<file path="src/hw/apc_pkg.sv">
// What this block does
// - low pin register: channels 0 to 7
// - mid pin register: channels 8 to 15
// - high pin register: channels 16 to 23
// - bit set releases pin from port control
// - disabled in reset or channel all ones
// - idle, lowest power, between conversions
// - 10-bit: round 11 bits, split high/low
// - 8-bit: round 9 bits, low register only
// - result write sets done flag, optional irq
// - compare enable gates result update, all modes
// - four clock sources, bus clock after reset
// - halved source plus divider reaches 16
// - async clock runs through wait and stop
// - divider of 1, 2, 4 or 8
// - divide codes 00 to 11 map 1..8
// - source codes: bus, half, alternate, async
// - mode codes: 00 8-bit, 10 10-bit
// - 10-bit mode only: high read blocks results until low read
package apc_pkg;
   // register byte offsets
   localparam logic [7:0] OFS_CTRL    = 8'h00;
   localparam logic [7:0] OFS_CMPCTL  = 8'h04;
   localparam logic [7:0] OFS_RES_HI  = 8'h08;
   localparam logic [7:0] OFS_RES_LO  = 8'h0c;
   localparam logic [7:0] OFS_CMP_HI  = 8'h10;
   localparam logic [7:0] OFS_CMP_LO  = 8'h14;
   localparam logic [7:0] OFS_CFG     = 8'h18;
   localparam logic [7:0] OFS_PIN_LO  = 8'h1c;
   localparam logic [7:0] OFS_PIN_MID = 8'h20;
   localparam logic [7:0] OFS_PIN_HI  = 8'h24;
   // field positions
   localparam int BIT_DONE    = 7;
   localparam int BIT_IRQ_EN  = 6;
   localparam int BIT_CMP_EN  = 5;
   localparam int BIT_CMP_GT  = 4;
   localparam int CH_W        = 5;
   localparam int PINS        = 24;
   localparam logic [4:0] CH_OFF       = 5'h1f;
   localparam logic [4:0] CH_RESET     = 5'h1f;
   localparam logic [7:0] CFG_RESET    = 8'h00;
   localparam logic [7:0] PIN_RESET    = 8'h00;
   localparam logic [1:0] MODE_8BIT    = 2'h0;
   localparam logic [1:0] MODE_10BIT   = 2'h2;
   localparam logic [9:0] FULL_SCALE10 = 10'h3ff;
   localparam logic [7:0] FULL_SCALE8  = 8'hff;
   // converter clock sources
   typedef enum logic [1:0] {
      SRC_BUS   = 2'b00,
      SRC_HALF  = 2'b01,
      SRC_ALT   = 2'b10,
      SRC_ASYNC = 2'b11
   } apc_src_e;
   // configuration register layout, bit 7 down to 0
   typedef struct packed {
      logic       low_power;
      logic [1:0] divide;
      logic       long_sample;
      logic [1:0] mode;
      apc_src_e   source;
   } apc_cfg_s;
   // answer from the converter core
   typedef struct packed {
      logic        done;
      logic [10:0] result;
   } apc_sar_s;
   typedef enum logic [1:0] {
      ST_OFF  = 2'b00,
      ST_IDLE = 2'b01,
      ST_CONV = 2'b10
   } apc_state_e;
endpackage

</file>
<file path="src/hw/apc_clkdiv.sv">
// source select and power-of-two divider for the converter clock
module apc_clkdiv
   import apc_pkg::*;
#(
   parameter int ASYNC_PERIOD = 4
) (
   input  wire logic     clk,
   input  wire logic     nrst,
   input  wire logic     run,
   input  wire apc_src_e source,
   input  wire logic [1:0] divide,
   input  wire logic     alt_tick,
   output logic          conv_tick
);
   logic       half_reg;
   logic [7:0] async_cnt_reg;
   logic [2:0] div_cnt_reg;
   logic       conv_tick_reg;
   wire        async_tick = (async_cnt_reg == 8'(ASYNC_PERIOD - 1));
   wire        src_tick   = (source == SRC_BUS)  ? 1'b1     :
                            (source == SRC_HALF) ? half_reg :
                            (source == SRC_ALT)  ? alt_tick : async_tick;
   // divide mask 0,1,3,7 gives ratios 1,2,4,8
   wire [2:0]  div_mask   = 3'((4'h1 << divide) - 4'h1);
   wire        div_hit    = src_tick && ((div_cnt_reg & div_mask) == div_mask);

   // counters only move while the converter is awake, saving power when idle
   always_ff @(posedge clk) begin
      if (!nrst || !run) begin
         half_reg      <= 1'b0;
         async_cnt_reg <= 8'h00;
         div_cnt_reg   <= 3'h0;
         conv_tick_reg <= 1'b0;
      end else begin
         half_reg      <= !half_reg;
         async_cnt_reg <= async_tick ? 8'h00 : async_cnt_reg + 8'h01;
         div_cnt_reg   <= div_hit ? 3'h0 : (src_tick ? div_cnt_reg + 3'h1 : div_cnt_reg);
         conv_tick_reg <= div_hit;
      end
   end
   assign conv_tick = conv_tick_reg;
endmodule // apc_clkdiv

</file>
<file path="src/hw/apc_ctrl.sv">
// converter control slice: registers, result placement, clocking
//
// Implementation choices: the register offsets and register access over AHB-Lite.
module apc_ctrl
   import apc_pkg::*;
#(
   parameter int ASYNC_PERIOD = 4
) (
   input  wire logic               clk,
   input  wire logic               nrst,
   input  wire logic               hsel,
   input  wire logic [31:0]        haddr,
   input  wire logic [1:0]         htrans,
   input  wire logic               hwrite,
   input  wire logic [2:0]         hsize,
   input  wire logic [31:0]        hwdata,
   input  wire logic               hready,
   output logic [31:0]             hrdata,
   output logic                    hreadyout,
   output logic                    hresp,
   input  wire apc_sar_s           sar_in,
   input  wire logic               alt_tick,
   input  wire logic               stop_mode,
   output logic [PINS-1:0]         pin_release,
   output logic                    module_enable,
   output logic                    conv_active,
   output logic                    sar_start,
   output logic                    conv_tick,
   output logic                    async_osc_en,
   output logic [CH_W-1:0]         channel_select,
   output apc_cfg_s                cfg_out,
   output logic                    irq
);
   logic [CH_W-1:0] channel_reg;
   logic            irq_en_reg;
   logic            done_reg;
   logic            cmp_en_reg;
   logic            cmp_gt_reg;
   logic [1:0]      res_hi_reg;
   logic [7:0]      res_lo_reg;
   logic [1:0]      cmp_hi_reg;
   logic [7:0]      cmp_lo_reg;
   apc_cfg_s        cfg_reg;
   logic [7:0]      pin_lo_reg;
   logic [7:0]      pin_mid_reg;
   logic [7:0]      pin_hi_reg;
   logic            lock_reg;
   apc_state_e      state_reg;
   apc_state_e      state_next;
   logic            start_reg;
   logic [31:0]     hrdata_reg;
   logic            wr_pend_reg;
   logic [7:0]      wr_addr_reg;
   logic            irq_reg;
   logic            async_en_reg;
   logic            tick_w;

   // address phase decode
   wire        take    = hsel && hready && htrans[1];
   wire        rd_take = take && !hwrite;
   wire [7:0]  ofs     = haddr[7:0];
   wire        rd_hi   = rd_take && (ofs == OFS_RES_HI);
   wire        rd_lo   = rd_take && (ofs == OFS_RES_LO);

   // data phase write strobes
   wire        wr_ctrl   = wr_pend_reg && (wr_addr_reg == OFS_CTRL);
   wire        wr_cmpctl = wr_pend_reg && (wr_addr_reg == OFS_CMPCTL);
   wire        wr_cmp_hi = wr_pend_reg && (wr_addr_reg == OFS_CMP_HI);
   wire        wr_cmp_lo = wr_pend_reg && (wr_addr_reg == OFS_CMP_LO);
   wire        wr_cfg    = wr_pend_reg && (wr_addr_reg == OFS_CFG);
   wire        wr_p_lo   = wr_pend_reg && (wr_addr_reg == OFS_PIN_LO);
   wire        wr_p_mid  = wr_pend_reg && (wr_addr_reg == OFS_PIN_MID);
   wire        wr_p_hi   = wr_pend_reg && (wr_addr_reg == OFS_PIN_HI);
   // a change of setup makes the running conversion worthless
   wire        abort_w   = wr_cmpctl || wr_cmp_hi || wr_cmp_lo || wr_cfg ||
                           (stop_mode && cfg_reg.source != SRC_ASYNC);
   wire [CH_W-1:0] ch_new = hwdata[CH_W-1:0];
   wire        ch_off    = (channel_reg == CH_OFF);

   // rounding of the raw approximation result
   wire [10:0] rnd10  = {1'b0, sar_in.result[10:1]} + 11'(sar_in.result[0]);
   wire [9:0]  val10  = rnd10[10] ? FULL_SCALE10 : rnd10[9:0];
   wire [8:0]  rnd8   = {1'b0, sar_in.result[8:1]} + 9'(sar_in.result[0]);
   wire [7:0]  val8   = rnd8[8] ? FULL_SCALE8 : rnd8[7:0];
   wire        is10   = (cfg_reg.mode == MODE_10BIT);
   wire [9:0]  res_val = is10 ? val10 : {2'b00, val8};
   wire [9:0]  cmp_val = is10 ? {cmp_hi_reg, cmp_lo_reg} : {2'b00, cmp_lo_reg};
   // compare gate: with compare enabled, update only when the condition holds
   wire        cmp_met = cmp_gt_reg ? (res_val >= cmp_val) : (res_val < cmp_val);
   wire        cmp_ok  = !cmp_en_reg || cmp_met;
   wire        finish  = (state_reg == ST_CONV) && sar_in.done && !abort_w && !wr_ctrl;
   wire        blocked = lock_reg && is10;
   wire        store   = finish && cmp_ok && !blocked;
   // a blocked result is dropped and another conversion is launched
   wire        retry   = finish && blocked;
   wire        launch  = (wr_ctrl && ch_new != CH_OFF) || retry;

   // register read mux, unmapped offsets read zero
   wire [31:0] rd_mux =
      (ofs == OFS_CTRL)    ? 32'({done_reg, irq_en_reg, 1'b0, channel_reg}) :
      (ofs == OFS_CMPCTL)  ? 32'({cmp_en_reg, cmp_gt_reg, 4'h0}) :
      (ofs == OFS_RES_HI)  ? 32'(res_hi_reg) :
      (ofs == OFS_RES_LO)  ? 32'(res_lo_reg) :
      (ofs == OFS_CMP_HI)  ? 32'(cmp_hi_reg) :
      (ofs == OFS_CMP_LO)  ? 32'(cmp_lo_reg) :
      (ofs == OFS_CFG)     ? 32'(cfg_reg) :
      (ofs == OFS_PIN_LO)  ? 32'(pin_lo_reg) :
      (ofs == OFS_PIN_MID) ? 32'(pin_mid_reg) :
      (ofs == OFS_PIN_HI)  ? 32'(pin_hi_reg) : 32'h0000_0000;

   // bus slave: zero wait states, read data registered for the data phase
   always_ff @(posedge clk) begin
      if (!nrst) begin
         wr_pend_reg <= 1'b0;
         wr_addr_reg <= 8'h00;
         hrdata_reg  <= 32'h0000_0000;
      end else begin
         wr_pend_reg <= take && hwrite;
         wr_addr_reg <= ofs;
         if (rd_take) begin
            hrdata_reg <= rd_mux;
         end
      end
   end

   // control, compare and clock setup
   always_ff @(posedge clk) begin
      if (!nrst) begin
         channel_reg <= CH_RESET;
         irq_en_reg  <= 1'b0;
         cmp_en_reg  <= 1'b0;
         cmp_gt_reg  <= 1'b0;
         cmp_hi_reg  <= 2'h0;
         cmp_lo_reg  <= 8'h00;
         cfg_reg     <= apc_cfg_s'(CFG_RESET);
      end else begin
         if (wr_ctrl) begin
            channel_reg <= ch_new;
            irq_en_reg  <= hwdata[BIT_IRQ_EN];
         end
         if (wr_cmpctl) begin
            cmp_en_reg <= hwdata[BIT_CMP_EN];
            cmp_gt_reg <= hwdata[BIT_CMP_GT];
         end
         if (wr_cmp_hi) begin
            cmp_hi_reg <= hwdata[1:0];
         end
         if (wr_cmp_lo) begin
            cmp_lo_reg <= hwdata[7:0];
         end
         if (wr_cfg) begin
            cfg_reg <= apc_cfg_s'(hwdata[7:0]);
         end
      end
   end

   // pin release registers, one bit per channel pin
   always_ff @(posedge clk) begin
      if (!nrst) begin
         pin_lo_reg  <= PIN_RESET;
         pin_mid_reg <= PIN_RESET;
         pin_hi_reg  <= PIN_RESET;
      end else begin
         if (wr_p_lo) begin
            pin_lo_reg <= hwdata[7:0];
         end
         if (wr_p_mid) begin
            pin_mid_reg <= hwdata[7:0];
         end
         if (wr_p_hi) begin
            pin_hi_reg <= hwdata[7:0];
         end
      end
   end

   // results, done flag and read interlock
   always_ff @(posedge clk) begin
      if (!nrst) begin
         res_hi_reg <= 2'h0;
         res_lo_reg <= 8'h00;
         done_reg   <= 1'b0;
         lock_reg   <= 1'b0;
      end else begin
         if (store) begin
            res_hi_reg <= res_val[9:8];
            res_lo_reg <= res_val[7:0];
         end
         // a new result wins over the clearing low read; a control write drops the result
         if (store) begin
            done_reg <= 1'b1;
         end else if (rd_lo || wr_ctrl) begin
            done_reg <= 1'b0;
         end
         // the low read releases the lock taken by a high read
         if (rd_lo) begin
            lock_reg <= 1'b0;
         end else if (rd_hi && is10) begin
            lock_reg <= 1'b1;
         end
      end
   end

   // conversion sequencer: off, idle, converting
   always_comb begin
      state_next = state_reg;
      case (state_reg)
         ST_OFF: begin
            if (launch) begin
               state_next = ST_CONV;
            end
         end
         ST_IDLE: begin
            if (wr_ctrl && ch_new == CH_OFF) begin
               state_next = ST_OFF;
            end else if (launch) begin
               state_next = ST_CONV;
            end
         end
         ST_CONV: begin
            if (wr_ctrl && ch_new == CH_OFF) begin
               state_next = ST_OFF;
            end else if (launch) begin
               state_next = ST_CONV;
            end else if (finish || abort_w) begin
               state_next = ST_IDLE;
            end
         end
         default: begin
            state_next = ST_OFF;
         end
      endcase
   end

   // state, start pulse, interrupt and async oscillator request
   always_ff @(posedge clk) begin
      if (!nrst) begin
         state_reg    <= ST_OFF;
         start_reg    <= 1'b0;
         irq_reg      <= 1'b0;
         async_en_reg <= 1'b0;
      end else begin
         state_reg    <= state_next;
         start_reg    <= launch;
         irq_reg      <= irq_en_reg && (done_reg || store);
         // async source keeps running in wait and stop while busy
         async_en_reg <= (state_next == ST_CONV) && (cfg_reg.source == SRC_ASYNC);
      end
   end

   // converter clock only runs while a conversion is in flight
   apc_clkdiv #(
      .ASYNC_PERIOD (ASYNC_PERIOD)
   ) u_clkdiv (
      .clk       (clk),
      .nrst      (nrst),
      .run       (state_reg == ST_CONV),
      .source    (cfg_reg.source),
      .divide    (cfg_reg.divide),
      .alt_tick  (alt_tick),
      .conv_tick (tick_w)
   );

   // outputs come from flip-flops or state decodes, hreadyout and hresp are tied off
   assign pin_release    = {pin_hi_reg, pin_mid_reg, pin_lo_reg};
   assign module_enable  = (state_reg != ST_OFF);
   assign conv_active    = (state_reg == ST_CONV);
   assign sar_start      = start_reg;
   assign conv_tick      = tick_w;
   assign async_osc_en   = async_en_reg;
   assign channel_select = channel_reg;
   assign cfg_out        = cfg_reg;
   assign irq            = irq_reg;
   assign hrdata         = hrdata_reg;
   assign hreadyout      = 1'b1;
   assign hresp          = 1'b0;
endmodule // apc_ctrl

</file>
<file path="config.mk">
export PLATFORM = sky130hd
export DESIGN_NAME = apc_ctrl
export DESIGN_NICKNAME = d
export VERILOG_FILES = /design/src/hw/apc_pkg.sv /design/src/hw/apc_clkdiv.sv /design/src/hw/apc_ctrl.sv
export SDC_FILE = /design/constraint.sdc
export NUM_CORES = 1
export LEC_CHECK = 0
export ABC_AREA = 1
export ABC_CLOCK_PERIOD_IN_PS = 7010
export BUFFER_PORTS_ARGS = -buffer_cell sky130_fd_sc_hd__buf_2
export CORE_MARGIN = 4
export CORE_UTILIZATION = 51
export CTS_CLUSTER_SIZE = 14
export DETAILED_ROUTE_END_ITERATION = 6
export PLACE_DENSITY_LB_ADDON = 0.15
export SLEW_MARGIN = 20
export SYNTH_ARGS = -nofsm -noshare
export SYNTH_HDL_FRONTEND = slang
export SYNTH_HIERARCHICAL = 1
export SYNTH_SLANG_ARGS = --single-unit
</file>
<file path="constraint.sdc">
create_clock -name clk -period 7.01 [get_ports clk]
set_input_delay 1.402 -clock clk [delete_from_list [all_inputs] [get_ports clk]]
set_output_delay 1.402 -clock clk [all_outputs]
set_load 0.005 [all_outputs]
</file>
# Word-level counts from Yosys, hierarchy flattened
# Cells that the tools add are included.
word_totals:
  output_inout_bits: 77
  input_bits: 88
  ff_bits: 121
  wordCells: 148
op_classes:
  reduce_logical: 55
  bitwise: 2
  n_lt_le_gt_ge: 2
  eq_ne: 28
  n_mux: 26
  shifts: 1
  addsub: 5
ops:
  columns: ["op", "count"]
  rows:
  - ["two-way mux 8 bit", 11]
  - ["== test 8 x 5 -> 1 bit (second input constant)", 8]
  - ["== test 8 x 6 -> 1 bit (second input constant)", 4]
  - ["two-way mux 10 bit", 3]
  - ["logical AND 1 bit", 28]
  - ["== test 8 x 3 -> 1 bit (second input constant)", 2]
  - ["== test 8 x 4 -> 1 bit (second input constant)", 2]
  - ["zero test 8 bit", 2]
  - ["adder 10 x 1 -> 11 bit", 1]
  - ["== test 2 bit (second input constant)", 5]
  - [">= comparator 10 bit", 1]
  - ["logical OR 1 bit", 10]
  - ["less-than comparator 10 bit", 1]
  - ["two-way mux 2 bit", 5]
  - ["adder 8 x 1 -> 9 bit", 1]
  - ["adder 8 x 1 -> 8 bit (second input constant)", 1]
  - ["== test 8 x 2 -> 1 bit (second input constant)", 1]
  - ["zero test 1 bit", 8]
  - ["two-way mux 1 bit", 6]
  - ["case mux 2 bit (3 select lines)", 1]
  - ["OR reduction 2 bit", 3]
  - ["== test 5 bit (second input constant)", 1]
  - ["!= test 5 bit (second input constant)", 1]
  - ["== test 2 x 1 -> 1 bit (second input constant)", 2]
  - ["9 further kinds", 11]

# Depth between registers and ports, before layout
# Gate-level depths: netlist (run 1).
depth:
  depth_word: 16
  depth_mapped: 21
  ltp_nobuf: 21

# Hierarchy
# Netlist (run 1), hierarchy kept.
modules_own_cells:
  columns: ["mod", "cells_each", "instances", "area_per_inst_um2", "seq_area_each_um2"]
  rows:
  - ["apc_ctrl", 653, 1, 4593.2, 1681.6]
  - ["apc_clkdiv", 89, 1, 655.6, 260.2]

# Worst setup path after synthesis (run 1)
# Ideal clock, no wire load.
synth_path:
  path_kind: "in2reg"
  from: "input sar_in[0] (netlist name)"
  to: "register res_lo_reg[6]"
  setup_slack_ps: 3212
  path_stages: 18
  arrival_ps: 3685
  path_cell_list: "ha_1 ha_1 nand3_1 nor3_2 or2_2 a21oi_1 inv_1 ha_1 nand2_1 nor2_1 nand4_1 nand3_1 nand2_1 nand3_4 buf_4 nand3_1 nand2_1 nor2_1"
synth_between:
  elab_chain_cells: 8
  word_cells_on_any_way: 11
  cone_classes: "add/sub (2); order compare (2); mux (4); reduce/logical (3)"
synth_lines:
  columns: ["item", "line_no", "rtl"]
  rows:
  - ["from (decl)", "apc_ctrl.sv:21", "input wire apc_sar_s sar_in,"]
  - ["adder 10 x 1 -> 11 bit or adder 8 x 1 -> 9 bit (tied branches)", "apc_ctrl.sv:81, apc_ctrl.sv:83", null]
  - ["two-way mux 10 bit or two-way mux 8 bit (tied branches)", "apc_ctrl.sv:82, apc_ctrl.sv:84", null]
  - ["two-way mux 10 bit *", "apc_ctrl.sv:86", "wire [9:0] res_val = is10 ? val10 : {2'b00, val8};"]
  - ["via res_val[6]", "apc_ctrl.sv:86", null]
  - ["less-than comparator 10 bit or >= comparator 10 bit (tied branches)", "apc_ctrl.sv:89", "wire cmp_met = cmp_gt_reg ? (res_val >= cmp_val) : (res_val < cmp_val);"]
  - ["two-way mux 1 bit", "apc_ctrl.sv:89", null]
  - ["logical OR 1 bit", "apc_ctrl.sv:90", "wire cmp_ok = !cmp_en_reg || cmp_met;"]
  - ["logical AND 1 bit (2 in series)", "apc_ctrl.sv:93", "wire store = finish && cmp_ok && !blocked;"]
  - ["to (signal assigned)", "apc_ctrl.sv:186", "res_lo_reg <= res_val[7:0];"]
  - ["to (decl)", "apc_ctrl.sv:40", "logic [7:0] res_lo_reg;"]
# Mark *: on every way through the listed nets, which the timed path passes. The rest lies on a longest branch.
# A chain may end at the register's enable or synchronous reset.

# Worst setup path after layout (run 1)
layout_path:
  from: "input sar_in[0] (netlist name)"
  to: "register res_hi_reg[1]"
layout_between:
  elab_chain_cells: 8
  word_cells_on_any_way: 11
  cone_classes: "add/sub (2); order compare (2); mux (4); reduce/logical (3)"
layout_lines:
  columns: ["item", "line_no", "rtl"]
  rows:
  - ["adder 10 x 1 -> 11 bit or adder 8 x 1 -> 9 bit (tied branches)", "apc_ctrl.sv:81, apc_ctrl.sv:83", null]
  - ["two-way mux 10 bit or two-way mux 8 bit (tied branches)", "apc_ctrl.sv:82, apc_ctrl.sv:84", null]
  - ["two-way mux 10 bit *", "apc_ctrl.sv:86", null]
  - ["via res_val[6]", "apc_ctrl.sv:86", null]
  - ["less-than comparator 10 bit or >= comparator 10 bit (tied branches)", "apc_ctrl.sv:89", null]
  - ["two-way mux 1 bit *", "apc_ctrl.sv:89", null]
  - ["logical OR 1 bit *", "apc_ctrl.sv:90", null]
  - ["logical AND 1 bit * (2 in series)", "apc_ctrl.sv:93", null]
  - ["to (signal assigned)", "apc_ctrl.sv:185", "res_hi_reg <= res_val[9:8];"]
  - ["to (decl)", "apc_ctrl.sv:39", "logic [1:0] res_hi_reg;"]
# Marked as above.

==> results.txt, run 1 <==
----------------------------------------------------
[Drt]
  First-pass detailed-route iteration total ... 5
  Detailed-route wire length ... 13600 µm
  Via count ... 4888
  Average detailed-routed wire length per instance ... 14.2 µm
  Via density per instance ... 5.10
  Residual DRC count ... 0
  Count of routing violations after the opening detailed-route iteration ... 330
  M1 wire length ... 5990 µm
  Detail Route met2 WL ... 6460 µm
  Met3 WL post-DR ... 943 µm
  Top Layer Used ... met4
  Post-route ant nets ... 0

[Global routing]
  Residual overflow from global routing ... 0
  Vias in the first global route ... 4558
  Number of antenna violations at the first check in global routing ... 0
  Wire length of the first global-routing pass ... 21800 µm
  Pin count of the biggest net entering global routing ... 76
  Total track usage ... 23.4%

[Setup path]
  Most common cell on crit path ... sky130_fd_sc_hd__nand2_1
  Required time at the endpoint of the critical path ... 7.31 ns
  Critical path endpoint category ... flip-flop
  Series of cell instances along the critical path ... buf_2, ha_1, ha_1, nand3_1, nor3_2, or2_2, a21oi_1, inv_1, ha_1, nand2_1, nor2_1, nand4_1, nand3_1, nand2_1, nand3_4, nand2_2, nand2_1, nand2_1, nor2_1
  Maximum cell stage delay along the critical path ... 0.29 ns
  Largest driver fanout on the critical path ... 17
  Kind of launch point of the worst setup path ... primary input
  Max stage delay cell, worst path ... sky130_fd_sc_hd__ha_1
  Type of the worst setup path ... in -> reg
  Critical path arrival ... 4.32 ns

[Final layout]
  Share of cells above drive strength 1 ... 21.1%
  Antenna fix cells ... 0
  Leading cell type in the layout, fill and taps excluded ... sky130_fd_sc_hd__nand2_1
  NumNets Final ... 923
  Post-route non-filler standard cell count ... 959
  Highest-count cells in the layout ignoring fill and taps ... sky130_fd_sc_hd__nand2_1 (135), sky130_fd_sc_hd__dfxtp_1 (97), sky130_fd_sc_hd__inv_1 (88)
  Layout overhead on the synthesized area ... 11.5%

[Floorplan]
  Die area ... 0.0120 mm²
  Standard-cell rows ... 36
  Die extent in y ... 109 µm
  Initial standard-cell utilization of the core ... 53.0%
  Top Ports ... 165
  Core Footprint ... 0.00991 mm²
  Die X ... 109 µm

[Synthesis]
  Number of distinct library cell variants in the gate-level netlist after synthesis ... 40
  Cell Area, Synth ... 0.00525 mm²
  Syn avg cell area ... 7.07 µm²
  EDFF count, synth ... 0
  Top_reg_cell synth ... sky130_fd_sc_hd__dfxtp_1
  Share of synthesized registers carrying an async set or reset ... 0%
  Cell count after synthesis ... 742
  Register bit total from synthesis ... 97
  Sequential-to-total area share from yosys stat ... 37.0%
  Number of synthesis warnings ... 6

[Clocking]
  Hold-fix buffers, CTS ... 0
  Clock insertion delay at the later pin of the skew report ... 0.37 ns
  CTS Root Buffer Type ... sky130_fd_sc_hd__clkbuf_8
  Clock slew seen by the registers of the worst setup and hold paths ... 0.09 ns
  Buffer levels on the longest clock path ... 2
  Clock tree from TritonCTS ... done
  Buffer count from post-CTS setup fixing ... 0
  TritonCTS sink count ... 97
  CTS resizes ... 0
  Number of H-tree levels ... 3
  Num CTS Buffers ... 9

[Timing]
  Worst relative slew slack ... 38.7%
  Final setup violating endpoints ... 0
  Share of the clock period used by the worst path after layout ... 57.4%
  Max-slew violation count ... 0
  Maximum frequency from static timing analysis ... 0.249 GHz
  Layout Skew ... 0.0130 ns
  Hold Vio Cnt, Final ... 0
  Setup TNS after final layout ... 0 ns
  Clock period minus final worst setup slack ... 4.02 ns
  Setup repair after global routing missed its margin ... false
  Measured slew at the worst slew-check pin ... 0.916 ns

[Hold path]
  Worst min-delay path class ... reg -> reg

[Run]
  Number of maximum-capacitance violations ... 0

[Placed design]
  Placed wire-length estimate after detailed placement ... 10300 µm
  Post-Place Cells ... 943
  Routability-driven placement congestion ratio ... 0.871
  Number of port buffers ... 86

[Power and ir drop]
  LEAKAGE ... 2.85 nW
  IR drop worst, VDD ... 0.134 mV
  Power density of the placed cells ... 172 mW/mm²

[Run status]
  Result of the run ... completed

----------------------------------------------------
path summary, 6_finish.rpt:
kind	cells after the start	slack [ns]	start	to
min reg2reg	1	0.42	u_clkdiv/half_reg	u_clkdiv/half_reg
max	19	2.99	sar_in[0]	res_hi_reg[1]
min	1	0.42	u_clkdiv/half_reg	u_clkdiv/half_reg
max reg2reg	16	3.94	cfg_out[3]	res_hi_reg[1]
power breakdown:
group	internal, mW	leakage, nW	switching (mW)
clock network	0.167	0.101	0.199
logic	0.0265	1.97	0.0551
registers	0.555	0.784	0.00299
cells in the mapped netlist, types with 2 or more instances:
master | count | share of area, %
sky130_fd_sc_hd__nand2_2 | 9 | 1.1
sky130_fd_sc_hd__buf_2 | 7 | 0.67
sky130_fd_sc_hd__inv_1 | 88 | 6.3
sky130_fd_sc_hd__nand3_1 | 65 | 6.2
sky130_fd_sc_hd__a21oi_1 | 72 | 6.9
sky130_fd_sc_hd__buf_4 | 28 | 4.0
sky130_fd_sc_hd__xor2_1 | 6 | 1.0
sky130_fd_sc_hd__nor3_1 | 5 | 0.48
sky130_fd_sc_hd__nor2_4 | 6 | 1.3
sky130_fd_sc_hd__conb_1 | 2 | 0.14
sky130_fd_sc_hd__nand2_1 | 135 | 9.7
sky130_fd_sc_hd__clkinv_1 | 2 | 0.14
sky130_fd_sc_hd__nor2_1 | 64 | 4.6
sky130_fd_sc_hd__a21oi_2 | 9 | 1.5
sky130_fd_sc_hd__nor2_2 | 18 | 2.1
sky130_fd_sc_hd__nand4_1 | 2 | 0.24
sky130_fd_sc_hd__nand4_2 | 2 | 0.48
sky130_fd_sc_hd__ha_1 | 14 | 3.3
sky130_fd_sc_hd__o21ai_0 | 51 | 4.9
sky130_fd_sc_hd__or2_2 | 3 | 0.36
sky130_fd_sc_hd__nor3_2 | 3 | 0.57
sky130_fd_sc_hd__o21ai_1 | 4 | 0.38
sky130_fd_sc_hd__dfxtp_1 | 97 | 37
sky130_fd_sc_hd__xnor2_1 | 2 | 0.33
sky130_fd_sc_hd__nand3_2 | 7 | 1.3
sky130_fd_sc_hd__inv_2 | 12 | 0.86
sky130_fd_sc_hd__clkbuf_1 | 7 | 0.50
sky130_fd_sc_hd__nand3b_1 | 3 | 0.43
sky130_fd_sc_hd__o211ai_1 | 6 | 0.86
sky130_fd_sc_hd__o22ai_1 | 3 | 0.36
logic make-up (layout without fill, tap and decap cells):
kind of cell / after synthesis / count (layout) / share of synthesized area [%]
adder cells (fa/ha/maj): 14 / 14 / 3.34
flip-flops: 97 / 97 / 37.0
XOR/XNOR: 8 / 8 / 1.33
buffers and inverters: 145 / 205 / 12.8
AO/OA/AOI/OAI: 149 / 149 / 15.4
other: 2 / 26 / 0.143
AND/OR/NAND/NOR: 327 / 327 / 30.0
per-layer routing:
layer  up-vias  global-route usage [%]
li1       2496                       -
met1      2214                    29.9
met2       155                    39.4
met3        23                    5.05
met4         0                    7.03
met5         -                       0
critical path, delay by kind of cell:
family	cells	cell delay [ns]
and+or+nand+nor	13	1.73
adders and majority gates	3	0.72
AOI/OAI and AO/OA	1	0.27
buffers and inverters	2	0.20
per-stage QoR:
stage	area (µm²)	utilization, %	setup WS, ns	hold WS, ns	total power [mW]
after CTS	5850	59.0	2.99	0.426	1.01
after global placement	5660	57.1	2.76	0.404	0.649
after global routing	5850	59.0	2.73	0.443	1.04
after floorplan	5340	-	3.21	0.393	0.632
after detailed placement	5660	57.1	2.64	0.413	0.651
final	5850	59.0	2.99	0.420	1.01
cell type report:
cell class,instances,area (µm²)
Clock buffer,10,128
Clock inverter,6,66.3
Fill cell,995,4060
Inverter,102,383
Multi-Input combinational cell,524,2730
Sequential cell,97,1940
Tap cell,133,166
Timing Repair Buffer,87,438
(Power assumes the default switching activity.)
==> run 2: changes to the inputs <==
Settings changed: ABC_CLOCK_PERIOD_IN_PS 7010 to 4050.
Clock period 7.01 ns to 4.05 ns, I/O delays scaled along.
==> run 2 against run 1 <==
Combinational power is 73% higher; first-iteration DRC count up 14%; critical path type unchanged; sequential cell count unchanged; die area is the same; cell count unchanged.
==> results.txt, run 2 (synthesis results as in run 1) <==
----------------------------------------------------
[Final layout]
  Layout overhead on the synthesized area ... 11.2%
  Antenna fix cells ... 0
  Share of cells above drive strength 1 ... 21.1%
  NumNets Final ... 924
  Leading cell type in the layout, fill and taps excluded ... sky130_fd_sc_hd__nand2_1
  Highest-count cells in the layout ignoring fill and taps ... sky130_fd_sc_hd__nand2_1 (135), sky130_fd_sc_hd__dfxtp_1 (97), sky130_fd_sc_hd__inv_1 (88)

[Clocking]
  Clock slew seen by the registers of the worst setup and hold paths ... 0.10 ns
  Buffer levels on the longest clock path ... 2
  Number of H-tree levels ... 3
  Clock tree from TritonCTS ... done
  Hold-fix buffers, CTS ... 0
  Clock insertion delay at the later pin of the skew report ... 0.36 ns
  TritonCTS sink count ... 97
  Buffer count from post-CTS setup fixing ... 0
  CTS resizes ... 0
  Num CTS Buffers ... 9
  CTS Root Buffer Type ... sky130_fd_sc_hd__clkbuf_8

[Timing]
  Share of the clock period used by the worst path after layout ... 82.9%
  Hold WS ... 0.421 ns
  Worst relative slew slack ... 37.8%
  Measured slew at the worst slew-check pin ... 0.929 ns
  Layout Skew ... 0.0121 ns
  Hold Vio Cnt, Final ... 0
  Max-slew violation count ... 0
  Clock period minus final worst setup slack ... 3.36 ns
  Setup TNS after final layout ... 0 ns
  Setup repair after global routing missed its margin ... false
  Final setup violating endpoints ... 0
  Maximum frequency from static timing analysis ... 0.298 GHz

[Drt]
  Detailed-route wire length ... 13700 µm
  Average detailed-routed wire length per instance ... 14.3 µm
  Via density per instance ... 5.19
  Residual DRC count ... 0
  First-pass detailed-route iteration total ... 5
  Post-route ant nets ... 0
  Via count ... 4975
  Count of routing violations after the opening detailed-route iteration ... 375

[Run status]
  Result of the run ... completed

[Global routing]
  Wire length of the first global-routing pass ... 21600 µm
  Number of antenna violations at the first check in global routing ... 0
  Pin count of the biggest net entering global routing ... 66
  Total track usage ... 23.1%
  Residual overflow from global routing ... 0
  Vias in the first global route ... 4649

[Setup path]
  Largest driver fanout on the critical path ... 17
  Type of the worst setup path ... in -> reg
  Critical path endpoint category ... flip-flop
  Required time at the endpoint of the critical path ... 4.35 ns
  Critical path arrival ... 3.66 ns
  Kind of launch point of the worst setup path ... primary input

[Floorplan]
  Core Footprint ... 0.00991 mm²
  Die X ... 109 µm
  Top Ports ... 165
  Initial standard-cell utilization of the core ... 53.0%
  Die area ... 0.0120 mm²
  Standard-cell rows ... 36
  Die extent in y ... 109 µm

[Placed design]
  Placed wire-length estimate after detailed placement ... 10400 µm
  Number of port buffers ... 86
  Routability-driven placement congestion ratio ... 0.850

[Power and ir drop]
  Power density of the placed cells ... 289 mW/mm²
  LEAKAGE ... 2.84 nW
  IR drop worst, VDD ... 0.145 mV

[Run]
  Number of maximum-capacitance violations ... 0

[Hold path]
  Worst min-delay path class ... reg -> reg

----------------------------------------------------
==> run 2: area by class of cell <==
| type | instances | area (µm²) |
|---|---|---|
| fill | 932 | 4080 |
| multi-input combinational | 524 | 2730 |
| sequential | 97 | 1940 |
| timing repair buffer | 88 | 445 |
| inverter | 102 | 383 |
| tap | 133 | 166 |
| clock buffer | 10 | 128 |
| clock inverter | 5 | 42.5 |
==> run 2: critical path: stages <==
cell and delay, ns:
sky130_fd_sc_hd__buf_2 0.10, sky130_fd_sc_hd__ha_1 0.21, sky130_fd_sc_hd__ha_1 0.21, sky130_fd_sc_hd__nand3_1 0.14, sky130_fd_sc_hd__nor3_2 0.08, sky130_fd_sc_hd__or2_2 0.27, sky130_fd_sc_hd__a21oi_1 0.27, sky130_fd_sc_hd__inv_1 0.07
sky130_fd_sc_hd__ha_1 0.27, sky130_fd_sc_hd__nand2_1 0.04, sky130_fd_sc_hd__nor2_1 0.20, sky130_fd_sc_hd__nand4_1 0.18, sky130_fd_sc_hd__nand3_1 0.11, sky130_fd_sc_hd__nand2_1 0.08, sky130_fd_sc_hd__nand3_4 0.23, sky130_fd_sc_hd__nand2_2 0.15
sky130_fd_sc_hd__nand2_1 0.08, sky130_fd_sc_hd__nand2_1 0.04, sky130_fd_sc_hd__nor2_1 0.10
==> run 2: path summary, 6_finish.rpt <==
check,cells past startpoint,slack [ns],to,startpoint
max reg2reg,17,1.37,res_hi_reg[1],cfg_out[3]
min,1,0.42,u_clkdiv/half_reg,u_clkdiv/half_reg
max,19,0.69,res_hi_reg[1],sar_in[0]
min reg2reg,1,0.42,u_clkdiv/half_reg,u_clkdiv/half_reg
==> run 2: report_power, final <==
group,switching [mW],internal [mW]
Clock,0.357,0.226
Sequential,0.00522,0.960
Combinational,0.0951,0.0459
Total,0.457,1.23
==> run 2: per-layer routing <==
layer  track usage, %  up-vias  share of wire [%]
li1                 -     2502                  -
met1             30.1     2273                 44
met4             7.57        0                2.0
met2             38.8      174                 47
met3             3.99       26                6.9
met5                0        -                  0
==> run 2: metrics by stage <==
stage                     utilization, %  total power [mW]  instance area, µm²  setup slack (ns)  std cells
final                               58.9              1.69                5830             0.691        959
after global routing                58.9              1.75                5830             0.340        959
after CTS                           58.9              1.69                5830             0.682        959
after detailed placement            57.2              1.13                5660             0.319        944
after global placement              57.2              1.12                5660             0.404        944
after floorplan                        -              1.09                5340             0.844        766
==> run 3: changes to the inputs <==
Settings changed: ABC_AREA 1 to 0, ABC_CLOCK_PERIOD_IN_PS 4050 to 3300.
Clock period 4.05 ns to 3.3 ns, I/O delays scaled along.
==> run 3 against run 2 <==
Non-clock buffer count up 23; combinational power rose by 52%; count of clock-buffer cells in the layout rose by 2; hold slack better by 0.0061 ns; clock skew grew 0.0024 ns; area after synthesis increased by 2.5%; sequential power is 23% higher; register-to-register slack worse by 0.92 ns; cell count fell by 11%; die area grew 2.3%; synthesized cell count is 17% lower; critical endpoint is now res_lo_reg[4]; largest cell class unchanged; largest power group unchanged.
==> results.txt, run 3 <==
----------------------------------------------------
[Run status]
  Result of the run ... completed

[Clocking]
  Clock insertion delay at the later pin of the skew report ... 0.38 ns
  Clock slew seen by the registers of the worst setup and hold paths ... 0.09 ns
  Buffer levels on the longest clock path ... 2
  Num CTS Buffers ... 9
  Number of H-tree levels ... 3
  TritonCTS sink count ... 97
  Clock tree from TritonCTS ... done
  Hold-fix buffers, CTS ... 0
  CTS Root Buffer Type ... sky130_fd_sc_hd__clkbuf_8

[Synthesis]
  EDFF count, synth ... 0
  Synth area leader ... sky130_fd_sc_hd__dfxtp_1
  Portion of netlist area occupied by mux cells ... 8.84%
  Adder-Cell Fraction of Synth Area ... 3.44%
  Synth cell count leaders ... sky130_fd_sc_hd__dfxtp_1 (97), sky130_fd_sc_hd__nand2_1 (69), sky130_fd_sc_hd__mux2i_1 (43), sky130_fd_sc_hd__nand3_1 (42), sky130_fd_sc_hd__nor2b_1 (38)
  Number of synthesis warnings ... 6
  Area fraction in and, or, nand and nor cells after synthesis ... 27.9%
  Syn avg cell area ... 8.70 µm²
  Synth area leaders ... sky130_fd_sc_hd__dfxtp_1 (36%), sky130_fd_sc_hd__mux2i_1 (8.0%), sky130_fd_sc_hd__nand2_1 (4.8%)
  Register bit total from synthesis ... 97
  Share of the synthesized area in compound gates (AO/OA/AOI/OAI) ... 14.9%
  Cell count after synthesis ... 618
  Xor-xnor portion of the synthesized cell area ... 1.79%
  Top_reg_cell synth ... sky130_fd_sc_hd__dfxtp_1
  Cell Area, Synth ... 0.00538 mm²
  Share of synthesized registers carrying an async set or reset ... 0%
  Most common cell in the synthesized netlist ... sky130_fd_sc_hd__dfxtp_1
  Sequential-to-total area share from yosys stat ... 36.1%
  Area share of the largest cell type after synthesis ... 36.1%
  Number of distinct library cell variants in the gate-level netlist after synthesis ... 69
  Largest family of logic cells by synthesized area ... simple AND/OR/NAND/NOR gates

[Setup path]
  Crit path buf inv count ... 2
  Maximum cell stage delay along the critical path ... 0.40 ns
  Worst reg-to-reg setup slack ... 0.45 ns
  Kind of launch point of the worst setup path ... primary input
  Crit path max-delay family ... simple AND/OR/NAND/NOR gates
  Max stage delay cell, worst path ... sky130_fd_sc_hd__or3_1
  Required time at the endpoint of the critical path ... 3.58 ns
  Worst reg2reg endpoint ... res_lo_reg[4]
  Startpoint of the most critical register-to-register path ... cfg_out[3]
  Largest driver fanout on the critical path ... 8
  Critical path endpoint category ... flip-flop
  Count of cell instances traversed by the critical path ... 15
  Series of cell instances along the critical path ... buf_2, ha_1, ha_2, nand3_4, nor3_4, nor2_1, a211oi_2, buf_4, ha_1, nand4_1, nor2_1, a211oi_4, o221ai_4, or3_1, o211a_1
  Critical path arrival ... 3.47 ns
  Type of the worst setup path ... in -> reg
  Worst R2R Path Depth ... 11

[Power and ir drop]
  Design Power ... 2.18 mW
  IR drop worst, VDD ... 0.330 mV
  Clock power frac ... 35.9%
  Power dissipated by switching net loads ... 551 µW
  LEAKAGE ... 2.72 nW
  Switching power as a share of total power ... 25.2%
  Relative contribution of sequential cells to total power ... 54.3%
  Internal ... 1.63 mW
  Share of total power in combinational logic ... 9.8%
  Power density of the placed cells ... 351 mW/mm²

[Final layout]
  Highest-count cells in the layout ignoring fill and taps ... sky130_fd_sc_hd__dfxtp_1 (97), sky130_fd_sc_hd__buf_2 (86), sky130_fd_sc_hd__nand2_1 (68)
  Leading cell type in the layout, fill and taps excluded ... sky130_fd_sc_hd__dfxtp_1
  Post-route non-filler standard cell count ... 852
  Combined area of the multi-input logic cells ... 0.00324 mm²
  Share of cells above drive strength 1 ... 23.0%
  Layout fillers ... 911
  Sequential standard cell area ... 0.00194 mm²
  NumNets Final ... 813
  Layout overhead on the synthesized area ... 15.7%
  Antenna fix cells ... 0

[Run]
  Number of maximum-capacitance violations ... 0

[Global routing]
  Layer carrying the most global-route usage ... met2
  M2 GR Usage ... 40.5%
  Pin count of the biggest net entering global routing ... 57
  Wire length of the first global-routing pass ... 24000 µm
  Residual overflow from global routing ... 0
  Vias in the first global route ... 4767
  Number of antenna violations at the first check in global routing ... 0
  Met1 Usage GRT ... 30.7%
  Global Route met3 Usage ... 5.68%
  Total track usage ... 24.0%

[Floorplan]
  Die area ... 0.0123 mm²
  Initial standard-cell utilization of the core ... 52.3%
  Standard-cell rows ... 37
  Die extent in y ... 111 µm
  Core Footprint ... 0.0103 mm²
  Top Ports ... 165
  Die X ... 111 µm

[Timing]
  Setup slack of the critical path after layout ... 0.109 ns
  Final setup violating endpoints ... 0
  Setup repair after global routing missed its margin ... true
  Worst relative slew slack ... 52.5%
  Share of the clock period used by the worst path after layout ... 96.7%
  Hold Vio Cnt, Final ... 0
  Maximum frequency from static timing analysis ... 0.313 GHz
  Measured slew at the worst slew-check pin ... 0.711 ns
  Clock period minus final worst setup slack ... 3.19 ns
  Layout Skew ... 0.0145 ns
  Max-slew violation count ... 0

[Placed design]
  Number of port buffers ... 86
  Post-Place Cells ... 834
  Placed wire-length estimate after detailed placement ... 11000 µm
  Placement-stage worst setup slack ... -0.450 ns
  Routability-driven placement congestion ratio ... 0.963

[Drt]
  Count of routing violations after the opening detailed-route iteration ... 417
  Residual DRC count ... 0
  Via density per instance ... 5.64
  Average detailed-routed wire length per instance ... 17.3 µm
  Post-route ant nets ... 0
  First-pass detailed-route iteration total ... 4
  Detailed-route wire length ... 14800 µm
  Via count ... 4803

[Hold path]
  Hold path start ... u_clkdiv/half_reg
  Hold-critical path endpoint ... u_clkdiv/half_reg
  Number of cells on the worst hold path ... 1
  Worst min-delay path class ... reg -> reg

----------------------------------------------------
-- run 3: worst max-delay path by stage --
| stage | to | start | slack, ns |
|---|---|---|---|
| finish | res_lo_reg[4] | sar_in[0] | 0.11 |
| global route | res_lo_reg[5] | sar_in[0] | -0.04 |
| CTS | res_lo_reg[5] | sar_in[0] | 0.02 |
| detailed placement | res_lo_reg[5] | sar_in[0] | -0.45 |
| global placement | res_lo_reg[4] | sar_in[0] | -0.36 |
| floorplan | res_lo_reg[3] | sar_in[0] | 0.01 |
-- run 3: repair_timing --
action	4_1_cts	5_1_grt
setup endpoints to repair	10	12
setup buffers	1	1
pin swaps	1	6
gates cloned	0	0
gates resized for setup	5	9
-- run 3: final cells by class --
class	count	share of cell area, %
Tap cell	136	2.73
Timing Repair Buffer	111	9.93
Clock inverter	4	0.845
Clock buffer	12	2.33
Multi-Input combinational cell	477	52.0
Sequential cell	97	31.2
Inverter	15	0.905
-- run 3: through the flow --
step                TNS [ns]  hold slack (ns)  instance area [µm²]  util [%]
floorplan                  0            0.393                 5470         -
detailed placement     -4.98            0.418                 5930      57.7
global placement       -3.94            0.405                 5930      57.7
CTS                        0            0.431                 6170      60.0
global route          -0.135            0.450                 6220      60.5
finish                     0            0.428                 6220      60.5
-- run 3: metal layers --
metal  wire (µm)  up-vias
li1            -     2332
met1        6250     2292
met2        7160      157
met3        1040       22
met4         312        0
met5           0        -
-- run 3: cells by family after synthesis --
kind of cell / Yosys count
adders and majority gates: 15
other: 2
AOI/OAI and AO/OA: 110
muxes: 47
xor gates and xnor gates: 11
buffers and inverters: 68
DFF: 97
and+or+nand+nor: 268
-- run 3: power groups by stage --
stage,clock network (mW),registers (mW),logic [mW]
final,0.785,1.19,0.214
after global routing,0.851,1.19,0.234
after CTS,0.801,1.19,0.204
after detailed placement,0,1.21,0.198
after global placement,0,1.21,0.194
after floorplan,0,1.21,0.138
